## config.mk

```make
export PLATFORM = sky130hd
export DESIGN_NAME = lfs_fault_supervisor
export DESIGN_NICKNAME = d
export VERILOG_FILES = /design/src/shared/lfs_pkg.sv /design/src/core/lfs_fault_supervisor.sv
export SDC_FILE = /design/constraint.sdc
export NUM_CORES = 1
export LEC_CHECK = 0
export BUFFER_PORTS_ARGS = -buffer_cell sky130_fd_sc_hd__buf_4
export CORE_MARGIN = 2
export CORE_UTILIZATION = 50
export CTS_BUF_LIST = sky130_fd_sc_hd__clkbuf_8 sky130_fd_sc_hd__clkbuf_16
export DETAILED_ROUTE_END_ITERATION = 8
export PLACE_DENSITY = 0.68
export SETUP_SLACK_MARGIN = 0.4
export SLEW_MARGIN = 0
export SYNTH_ARGS = -nofsm -noshare
export SYNTH_HDL_FRONTEND = slang
export SYNTH_SLANG_ARGS = --single-unit
```

## constraint.sdc

```tcl
create_clock -name core_clk -period 3.01 [get_ports core_clk]
set_input_delay 0.602 -clock core_clk [delete_from_list [all_inputs] [get_ports core_clk]]
set_output_delay 0.602 -clock core_clk [all_outputs]
set_load 0.1 [all_outputs]
```

## src/shared/lfs_pkg.sv

```systemverilog
// Shared constants and types for the LED driver fault supervisor
package lfs_pkg;

  // Channel and detector counts
  localparam int NUM_CH  = 3;
  localparam int NUM_DET = 3;

  // Detector indices within a channel
  localparam int DET_OPEN   = 0;
  localparam int DET_SHORT  = 1;
  localparam int DET_SINGLE = 2;

  // Core clock rate
  localparam int CLK_HZ = 25_000_000;

  // Deglitch time in microseconds (2 ms typical, 1 to 3 ms window)
  localparam int DEGLITCH_US  = 2000;
  localparam int DEGLITCH_CYC = DEGLITCH_US * (CLK_HZ / 1_000_000);

  // Consecutive PWM cycles needed to qualify (7 to 8 window)
  localparam int PWM_QUAL_CYC = 7;
  localparam int PWM_CNT_W    = 3;

  // Cycles a driven error line is given to reach the sense path
  localparam logic [2:0] LINE_SETTLE = 3'h4;

  // Current level codes, percent of normal setting
  localparam int            LEVEL_W     = 8;
  localparam logic [7:0]    LEVEL_FULL  = 8'h64;
  localparam logic [7:0]    LEVEL_FLOOR = 8'h32;

  // Asynchronous pin and comparator inputs, synchronised together
  typedef struct packed {
    logic                enable;        // Enable pin
    logic [NUM_CH-1:0]   dim;           // Per-channel dimming input
    logic [NUM_CH-1:0]   det_open;      // Open-load comparators
    logic [NUM_CH-1:0]   det_short;     // Output-short comparators
    logic [NUM_CH-1:0]   det_single;    // Single-LED short comparators
    logic                supply_ok;     // Supply above single-short threshold
    logic                thermal;       // Thermal shutdown comparator
    logic                ref_bad;       // Reference resistor open or short
    logic                fold_hot;      // Foldback temperature reached
    logic                fold_off;      // Foldback threshold pin grounded
    logic                gen_sense;     // Sensed general error line
    logic                ss_sense;      // Sensed single-short error line
  } lfs_pins_t;

  // Per-line drive state
  typedef struct packed {
    logic       ext_high;               // Line found held high outside
    logic [2:0] age;                    // Cycles since drive began
  } lfs_line_t;

endpackage : lfs_pkg

```

## src/core/lfs_fault_supervisor.sv

```systemverilog
// Fault supervisor for a three-channel linear LED driver
//
// Behaviour
// - Detector faults qualify after 2 ms or 7 cycles
// - Single-short on own line, rest on general
// - Listed fault types pull the error line low
// - Thermal and open faults release line themselves
// - Other faults stay latched until reset event
// - Release on external high, enable toggle, reset
// - Without controller only power cycle clears
// - Open-drain error outputs, weak pull-up outside
// - Low general line shuts all but open channels down
// - Dim input low disables and gates channel
// - Grounded threshold pin disables thermal foldback
// - Open load: open channel on, others off
// - Line held high: only shorted channel off
// - Single-short checked only with supply above 9V
// - Single-short channel keeps sourcing current
`timescale 1ns/1ps

module lfs_fault_supervisor
  import lfs_pkg::*;
#(
  parameter int DEGLITCH_CYCLES = DEGLITCH_CYC
) (
  input  wire logic                 core_clk,
  input  wire logic                 srst,
  input  wire lfs_pins_t            pins_in,
  input  wire logic [LEVEL_W-1:0]   fold_request,
  output logic [NUM_CH-1:0]         channel_on,
  output logic [LEVEL_W-1:0]        channel_level,
  output logic                      gen_err_out,
  output logic                      gen_err_oe,
  output logic                      ss_err_out,
  output logic                      ss_err_oe
);

  localparam int TW = $clog2(DEGLITCH_CYCLES + 1);
  localparam logic [TW-1:0] T_MAX = TW'(DEGLITCH_CYCLES);
  localparam logic [PWM_CNT_W-1:0] P_MAX = PWM_CNT_W'(PWM_QUAL_CYC);

  lfs_pins_t              sync1;          // First stage, read by pin_s only
  lfs_pins_t              pin_s;          // Second stage, safe to use
  logic [NUM_CH-1:0]      dim_prev;       // Dim input one cycle back
  logic [NUM_DET-1:0][NUM_CH-1:0] cond;   // Live detector conditions
  logic [NUM_DET-1:0][NUM_CH-1:0] qual;   // Deglitched detector results
  logic [NUM_CH-1:0]      open_flag;      // Self-clearing open-load fault
  logic [NUM_CH-1:0]      short_lat;      // Latched output short
  logic [NUM_CH-1:0]      ss_lat;         // Latched single-LED short
  logic                   ref_lat;        // Latched reference fault
  logic [NUM_CH-1:0]      next_open_flag;
  logic [NUM_CH-1:0]      next_short_lat;
  logic [NUM_CH-1:0]      next_ss_lat;
  logic                   next_ref_lat;
  lfs_line_t              gen_line;       // General line drive state
  lfs_line_t              ss_line;        // Single-short line drive state
  lfs_line_t              next_gen_line;
  lfs_line_t              next_ss_line;
  logic                   gen_want;       // Some general fault present
  logic                   ss_want;        // Some single-short present
  logic [NUM_CH-1:0]      next_channel_on;
  logic [LEVEL_W-1:0]     next_channel_level;
  logic                   next_gen_err_oe;
  logic                   next_ss_err_oe;

  // two-stage synchroniser for every pins_in input; fold_request is used directly
  always_ff @(posedge core_clk) begin
    if (srst) begin
      sync1    <= '0;
      pin_s    <= '0;
      dim_prev <= '0;
    end else begin
      sync1    <= pins_in;
      pin_s    <= sync1;
      dim_prev <= pin_s.dim;
    end
  end

  // Detector conditions; single-short masked by low supply
  always_comb begin
    cond[DET_OPEN]   = pin_s.det_open;
    cond[DET_SHORT]  = pin_s.det_short;
    cond[DET_SINGLE] = pin_s.det_single & {NUM_CH{pin_s.supply_ok}};
  end

  // One deglitch filter per detector per channel
  for (genvar d = 0; d < NUM_DET; d++) begin : g_det
    for (genvar c = 0; c < NUM_CH; c++) begin : g_ch
      logic [TW-1:0]        tcnt;        // Time run, in clock cycles
      logic [TW-1:0]        next_tcnt;
      logic [PWM_CNT_W-1:0] pcnt;        // Run of faulty PWM cycles
      logic [PWM_CNT_W-1:0] next_pcnt;
      logic                 run_ok;      // Condition held all on-time
      logic                 next_run_ok;

      // Counts only while the channel is on; off-time says nothing
      always_comb begin
        next_tcnt   = tcnt;
        next_pcnt   = pcnt;
        next_run_ok = run_ok;
        if (!pin_s.enable) begin
          // enable low clears; a saturated count must not relatch
          next_tcnt   = '0;
          next_pcnt   = '0;
          next_run_ok = 1'b0;
        end else if (pin_s.dim[c]) begin
          // New on-time starts a fresh run check
          if (!dim_prev[c]) begin
            next_run_ok = 1'b1;
          end
          // any clean sample restarts both counts
          if (!cond[d][c]) begin
            next_tcnt   = '0;
            next_pcnt   = '0;
            next_run_ok = 1'b0;
          end else if (tcnt != T_MAX) begin
            next_tcnt = tcnt + TW'(1);
          end
        end else if (dim_prev[c]) begin
          // End of on-time: score the PWM cycle
          next_tcnt   = '0;
          next_run_ok = 1'b0;
          if (!run_ok) begin
            next_pcnt = '0;
          end else if (pcnt != P_MAX) begin
            next_pcnt = pcnt + PWM_CNT_W'(1);
          end
        end
      end

      // Filter registers
      always_ff @(posedge core_clk) begin
        if (srst) begin
          tcnt   <= '0;
          pcnt   <= '0;
          run_ok <= 1'b0;
        end else begin
          tcnt   <= next_tcnt;
          pcnt   <= next_pcnt;
          run_ok <= next_run_ok;
        end
      end

      assign qual[d][c] = (tcnt == T_MAX) || (pcnt == P_MAX);
    end
  end

  // Fault flags; an arriving fault beats a clear in the same cycle
  always_comb begin
    // open flag drops when condition goes away
    next_open_flag = qual[DET_OPEN] | (open_flag & cond[DET_OPEN]);
    // sticky until enable low or reset
    next_short_lat = qual[DET_SHORT]
                   | (short_lat & {NUM_CH{pin_s.enable}});
    next_ss_lat    = qual[DET_SINGLE]
                   | (ss_lat & {NUM_CH{pin_s.enable}});
    next_ref_lat   = pin_s.ref_bad | (ref_lat & pin_s.enable);
    // every listed fault requests a pull-down
    gen_want = pin_s.thermal | ref_lat | (|open_flag) | (|short_lat);
    ss_want  = |ss_lat;
  end

  // Fault flag registers; srst is the power cycle
  always_ff @(posedge core_clk) begin
    if (srst) begin
      open_flag <= '0;
      short_lat <= '0;
      ss_lat    <= '0;
      ref_lat   <= 1'b0;
    end else begin
      open_flag <= next_open_flag;
      short_lat <= next_short_lat;
      ss_lat    <= next_ss_lat;
      ref_lat   <= next_ref_lat;
    end
  end

  // Line drive state; sense is trusted only after the settle delay,
  // otherwise the synchroniser lag would look like an outside pull-up
  always_comb begin
    next_gen_line = gen_line;
    next_ss_line  = ss_line;
    if (gen_err_oe) begin
      if (gen_line.age != LINE_SETTLE) begin
        next_gen_line.age = gen_line.age + 3'h1;
      end
    end else begin
      next_gen_line.age = '0;
    end
    if (ss_err_oe) begin
      if (ss_line.age != LINE_SETTLE) begin
        next_ss_line.age = ss_line.age + 3'h1;
      end
    end else begin
      next_ss_line.age = '0;
    end
    // outside high seen while driving: let go
    if (gen_line.age == LINE_SETTLE && pin_s.gen_sense) begin
      next_gen_line.ext_high = 1'b1;
    end else if (!pin_s.enable) begin
      next_gen_line.ext_high = 1'b0;
    end
    if (ss_line.age == LINE_SETTLE && pin_s.ss_sense) begin
      next_ss_line.ext_high = 1'b1;
    end else if (!pin_s.enable) begin
      next_ss_line.ext_high = 1'b0;
    end
    next_gen_err_oe = gen_want & ~next_gen_line.ext_high;
    next_ss_err_oe  = ss_want & ~next_ss_line.ext_high;
  end

  // Line drive registers
  always_ff @(posedge core_clk) begin
    if (srst) begin
      gen_line   <= '0;
      ss_line    <= '0;
      gen_err_oe <= 1'b0;
      ss_err_oe  <= 1'b0;
    end else begin
      gen_line   <= next_gen_line;
      ss_line    <= next_ss_line;
      gen_err_oe <= next_gen_err_oe;
      ss_err_oe  <= next_ss_err_oe;
    end
  end

  // Open-drain data is always low; the enable does the work
  assign gen_err_out = 1'b0;
  assign ss_err_out  = 1'b0;

  // Channel gating and current level
  always_comb begin
    next_channel_on = pin_s.dim & {NUM_CH{pin_s.enable}};
    if (pin_s.thermal) begin
      next_channel_on = '0;
    end else if (gen_line.ext_high) begin
      // only the shorted string goes off
      next_channel_on = next_channel_on & ~short_lat;
    end else if (!pin_s.gen_sense) begin
      // except a channel with its own open load
      next_channel_on = next_channel_on & open_flag;
    end
    next_channel_level = LEVEL_FULL;
    if (pin_s.fold_hot && !pin_s.fold_off) begin
      // reduced level never under the floor
      if (fold_request < LEVEL_FLOOR) begin
        next_channel_level = LEVEL_FLOOR;
      end else if (fold_request > LEVEL_FULL) begin
        next_channel_level = LEVEL_FULL;
      end else begin
        next_channel_level = fold_request;
      end
    end
  end

  // Output registers
  always_ff @(posedge core_clk) begin
    if (srst) begin
      channel_on    <= '0;
      channel_level <= LEVEL_FULL;
    end else begin
      channel_on    <= next_channel_on;
      channel_level <= next_channel_level;
    end
  end

endmodule : lfs_fault_supervisor

```

After elaboration in Yosys (flattened, before gate mapping)
Index checks and enable logic that the tools add are counted.
- flip-flop bits (word level): 254
- input port bits: 30
- output and inout port bits: 15
- word-level logic and storage cells: 346
- $add $sub $neg: 20
- $lt $le $gt $ge: 2
- eq/ne operators: 76
- multiplexer cells: 107
- bitwise operators: 24
- reductions and logical operators: 52
- operators by type and width (operator ; number):
    $mux W16 ; 30
    $add A16 B1 Y16 const B ; 9
    $eq A16 B16 Y1 const B ; 9
    $ne A16 B16 Y1 const B ; 9
    $mux W3 ; 47
    $ne A3 B3 Y1 const B ; 20
    $ne A3 B2 Y1 const B ; 18
    $reduce_and A2 Y1 ; 18
    $add A3 B1 Y3 const B ; 11
    $eq A3 B3 Y1 const B ; 11
    $mux W1 ; 28
    $reduce_and A3 Y1 ; 9
    $and A3 B3 Y3 ; 7
    $ne A2 B2 Y1 const B ; 9
    $mux W7 ; 2
    $reduce_or A2 Y1 ; 5
    $logic_or A1 B1 Y1 ; 9
    $or A3 B3 Y3 ; 3
    $reduce_or A3 Y1 ; 3
    $gt A8 B7 Y1 const B ; 1
    $lt A8 B6 Y1 const B ; 1
    $not A1 Y1 ; 6
    $reduce_bool A2 Y1 ; 3
    $or A1 B1 Y1 ; 4
    other kinds (5) ; 9

Longest topological paths before layout
- word-level depth: 5
- depth in mapped cells: 7
- depth with buffers taken out: 7

Least setup slack after synthesis
Ideal clock, no wire load.
- kind: reg-to-reg
- from: reg g_det[2].g_ch[0].tcnt[0]
- to: reg g_det[2].g_ch[0].tcnt[15]
- setup time: 70 ps
- arrival: 1683 ps
- data required time: 2940 ps
- path slack: 1257 ps
- stages on the path, launching flop included: 8
- buffers on the path: 0
- period minus slack after synthesis: 1753 ps
- cells stage by stage: dfxtp_1 inv_1 ha_1 and4b_1 nand4_1 o21ai_1 or4b_1 a21oi_1
- cells in the longest elaborated chain, start to end: 4
- elaborated cells between the ends (all ways): 7
- classes of those cells: 1 x add/sub; 2 x eq/ne; 3 x mux; 1 x reduce/logical
- ends and longest elaborated chain (item ; line ; source):
    start, declared ; lfs_fault_supervisor.sv:89 ; logic [TW-1:0] tcnt;
    start signal, assigned ; lfs_fault_supervisor.sv:138 ; tcnt <= next_tcnt;
    $add A16 B1 Y16 ; lfs_fault_supervisor.sv:117 ; next_tcnt = tcnt + TW'(1);
    $mux W16 ; lfs_fault_supervisor.sv:116 ; end else if (tcnt != T_MAX) begin
    $mux W16 ; lfs_fault_supervisor.sv:112 ; if (!cond[d][c]) begin
    $mux W16 ; lfs_fault_supervisor.sv:106 ; end else if (pin_s.dim[c]) begin
Parallel ways exist; a longest one is shown, timed or not. The select of a mux whose other input is x is not followed.
A chain may end at the register's enable or synchronous reset.

Worst setup path in the final report
- from: reg pin_s[17] (netlist name)
- to: reg g_det[2].g_ch[1].tcnt[8]
- cells in the longest elaborated chain, start to end: 2
- elaborated cells between the ends (all ways): 4
- classes of those cells: 1 x eq/ne; 1 x mux; 2 x reduce/logical
- ends and longest elaborated chain (item ; line ; source):
    start, declared ; lfs_fault_supervisor.sv:43 ; lfs_pins_t pin_s;
    start signal, assigned ; lfs_fault_supervisor.sv:74 ; pin_s <= sync1;
    $ne A3 B2 Y1 (no line) / $reduce_bool A2 Y1 (equally long branches) ; -- ;
    $reduce_and A2 Y1 (no line) ; -- ;
    end signal, assigned ; lfs_fault_supervisor.sv:138 ;
    end, declared ; lfs_fault_supervisor.sv:89 ;
Parallel ways exist; a longest one is shown, timed or not.

==> impl_metrics.py <==
metrics = {
    "status": {
        "status": "complete, no violations",
    },
    "floorplanning": {
        "die-area_um2": 23700,
        "die_x_um": 154,
        "start_util": 0.512,
        "core_area_um2": 22000,
        "fp.dieH_um": 154,
        "rows": 54,
        "io_pins": 45,
    },
    "worst_setup_path": {
        "max_stage_delay_ps": 700,
        "critPathTopFamily": "compound AO/OA/AOI/OAI gates",
        "endpoint_kind": "flip-flop",
        "required_ps": 3440,
        "start_kind": "flip-flop",
        "crit_slowest_cell": "nor2_1",
        "critical_path_arrival_ps": 2500,
        "critPathMaxFanout": 14,
        "path_class": "flip-flop to flip-flop",
        "crit_buf_inv": 0,
        "crit_chain": "nor2_1 -> o21ai_1 -> a311oi_1",
        "reg2reg_from": "pin_s[17]",
        "worstSetupStartpoint": "pin_s[17]",
    },
    "job": {
        "max-cap-violations": 0,
    },
    "clocking": {
        "clock_path_buffers": 3,
        "cts_root_buffer": "clkbuf_16",
        "path_clk_slew_ps": 60,
        "cts_sinks": 254,
        "cts_tree": "yes",
        "cts_resized": 0,
        "hold_buffers": 0,
        "post_cts_buffers": 0,
        "cts_buffers": 28,
        "clock_latency_ps": 540,
        "htree_levels": 1,
    },
    "cells_and_area": {
        "drive_above_1_share": 0.0757,
        "syn_to_final_growth_pct": 12.9,
        "fin_area_um2": 12700,
        "fin_cells": 1627,
        "diodes": 0,
        "filler_cell_count": 1915,
        "final_util": 0.577,
        "nNetsFinal": 1400,
    },
    "sta": {
        "fin_crit_ps": 2060,
        "setup_tns_ps": 0,
        "fmax_mhz": 485,
        "worst_hold_slack_ps": 271,
        "hold_viol": 0,
        "fin_worst_skew_ps": 11.3,
        "finalCritPeriodShare": 0.686,
        "rsz0062_at_grt": "false",
        "final_max_slew_viol_count": 0,
        "slew_headroom": 0.317,
        "worstMarginPinSlew_ps": 1020,
        "setup_viol_count_final": 0,
    },
    "synth": {
        "synth_ff_type": "dfxtp_1",
        "synth.avg_cell_area_um2": 8.73,
        "synth_edf_count": 0,
        "yosys_warnings": 0,
        "ys_seq_area_frac": 0.453,
        "yosysUniqueCellTypes": 58,
        "synth.ff_latch_count": 254,
        "synth-async-reset-ratio": 0,
        "netlist_area_um2": 11200,
        "synthCells": 1287,
    },
    "routing": {
        "antenna_left": 0,
        "viasPerCell": 5.47,
        "drc": 0,
        "dr.pass1.iters": 5,
        "dr.first_iter.drc_count": 400,
        "vias": 8897,
        "wl_um": 22400,
        "wl_per_cell_um": 13.8,
    },
    "global_routing": {
        "grt_pass1_wl_um": 38400,
        "antenna_found_initial": 0,
        "grt_overflow": 0,
        "grt_max_degree": 46,
        "grt_pass1_vias": 8144,
        "grt_usage": 0.188,
    },
    "worst_hold_path": {
        "min_path_type": "primary input to flip-flop",
        "hold_start": "pins_in[15]",
    },
    "pwr": {
        "leakage_nw": 4.36,
        "p_per_area_nw_per_um2": 535,
        "peakVddDrop_uv": 442,
    },
    "placed_design": {
        "portBuffers": 42,
        "gp_congestion": 0.829,
        "hpwlAfterDp_um": 15500,
        "dp_cells": 1580,
        "place_area_um2": 11800,
    },
}
==> per-stage QoR <==
| stage | setup slack, ps | power (W) |
|---|---|---|
| 5_1_grt | 694 | 0.00703 |
| 6_report | 947 | 0.00678 |
| 3_3_place_gp | 957 | 0.00370 |
| 4_1_cts | 929 | 0.00687 |
| 2_1_floorplan | 1260 | 0.00362 |
| 3_5_place_dp | 934 | 0.00370 |
==> registers in the layout (all words and copies together), names as in the netlist <==
signal,flops
channel_level,8
ss_err_oe,1
dim_prev,3
gen_err_oe,1
g_det.g_ch.tcnt,144
sync1,20
open_flag,3
ref_lat,1
g_det.g_ch.run_ok,9
ss_lat,3
gen_line,4
cond,6
pin_s,14
channel_on,3
ss_line,4
g_det.g_ch.pcnt,27
short_lat,3
==> worst paths after layout <==
kind | slack, ps | cells past startpoint | to
worst max-delay path | 950 | 3 | g_det[2].g_ch[1].tcnt[8]
worst min-delay path | 270 | 2 | sync1[15]
worst max register to register | 950 | 3 | g_det[2].g_ch[1].tcnt[8]
worst min register to register | 430 | 1 | cond[5]
==> layer usage <==
layer / routed length (µm) / track usage / part of all wire
met4: 435 / 0.0512 / 0.019
met3: 705 / 0.0276 / 0.031
met1: 11000 / 0.260 / 0.49
met2: 10300 / 0.310 / 0.46
met5: 0 / 0 / 0
==> kinds of logic after synthesis <==
kind of cell             count (synthesis)  synth area share
adder cells (fa/ha/maj)                 40            0.0445
AO/OA/AOI/OAI                          163            0.0813
flip-flops                             254             0.453
buffers and inverters                   75            0.0271
multiplexers                            27            0.0241
XOR/XNOR                                87            0.0678
other                                    1          0.000334
AND/OR/NAND/NOR                        640             0.302
==> power by group <==
| part | leakage [nW] | internal [W] | total (W) | switching, W |
|---|---|---|---|---|
| Sequential | 2.05 | 0.00339 | 0.00341 | 0.0000201 |
| Clock | 0.460 | 0.00186 | 0.00315 | 0.00130 |
| Combinational | 1.85 | 0.0000749 | 0.000213 | 0.000138 |
| Total | 4.36 | 0.00532 | 0.00678 | 0.00145 |
==> placed cells by master (no fill, tap or decap), types with 27 or more instances in the layout <==
cell / Yosys / final
a21oi_1: 81 / 81
buf_4: 2 / 55
clkbuf_16: 0 / 28
dfxtp_1: 254 / 254
ha_1: 40 / 40
inv_1: 31 / 41
mux2i_1: 27 / 27
nand2_1: 104 / 104
nand3_1: 58 / 58
nand4_1: 42 / 42
nor2_1: 183 / 183
nor2b_1: 53 / 53
nor3_1: 41 / 41
xnor2_1: 37 / 37
xor2_1: 50 / 50
==> synth_stat cells, drive strengths merged, types with 4 or more instances <==
library cell  number  area [µm²]
nand4             42         263
o21ai             52         260
xnor2             37         324
and4b              7        70.1
dfxtp            254        5080
or2                4        25.0
nor3b             11        82.6
nor2             184         698
nor3              42         215
and3              22         138
clkbuf            31         116
nor4              15        93.8
and3b             13         114
inv               31         116
or3               19         119
buf               13        71.3
nor2b             53         332
nand2b             5        31.3
and2              11        68.8
nand3b             5        37.5
nand3             62         330
xor2              50         438
ha                40         500
mux2i             27         270
nor4b              6        58.8
and4               9        78.8
nor4bb            18         180
o2111ai            4        35.0
a21oi             81         405
nand2            104         390
==> worst register-to-register path: cells and delay by family, from the launching register on <==
family,cells,cell delay (ps)
compound gates,2,850
simple gates,1,700
flops,1,420
==> cell type report <==
type                    instances  area (µm²)  area share
clock buffers                  32         756      0.0596
well taps                     280         350      0.0276
inverters                      31         116     0.00918
flip-flops and latches        254        5080       0.401
clock inverters                15         103     0.00809
multi-input cells             960        5860       0.462
repair buffers                 55         413      0.0326
Note: power is estimated with default switching activity, not from simulation.
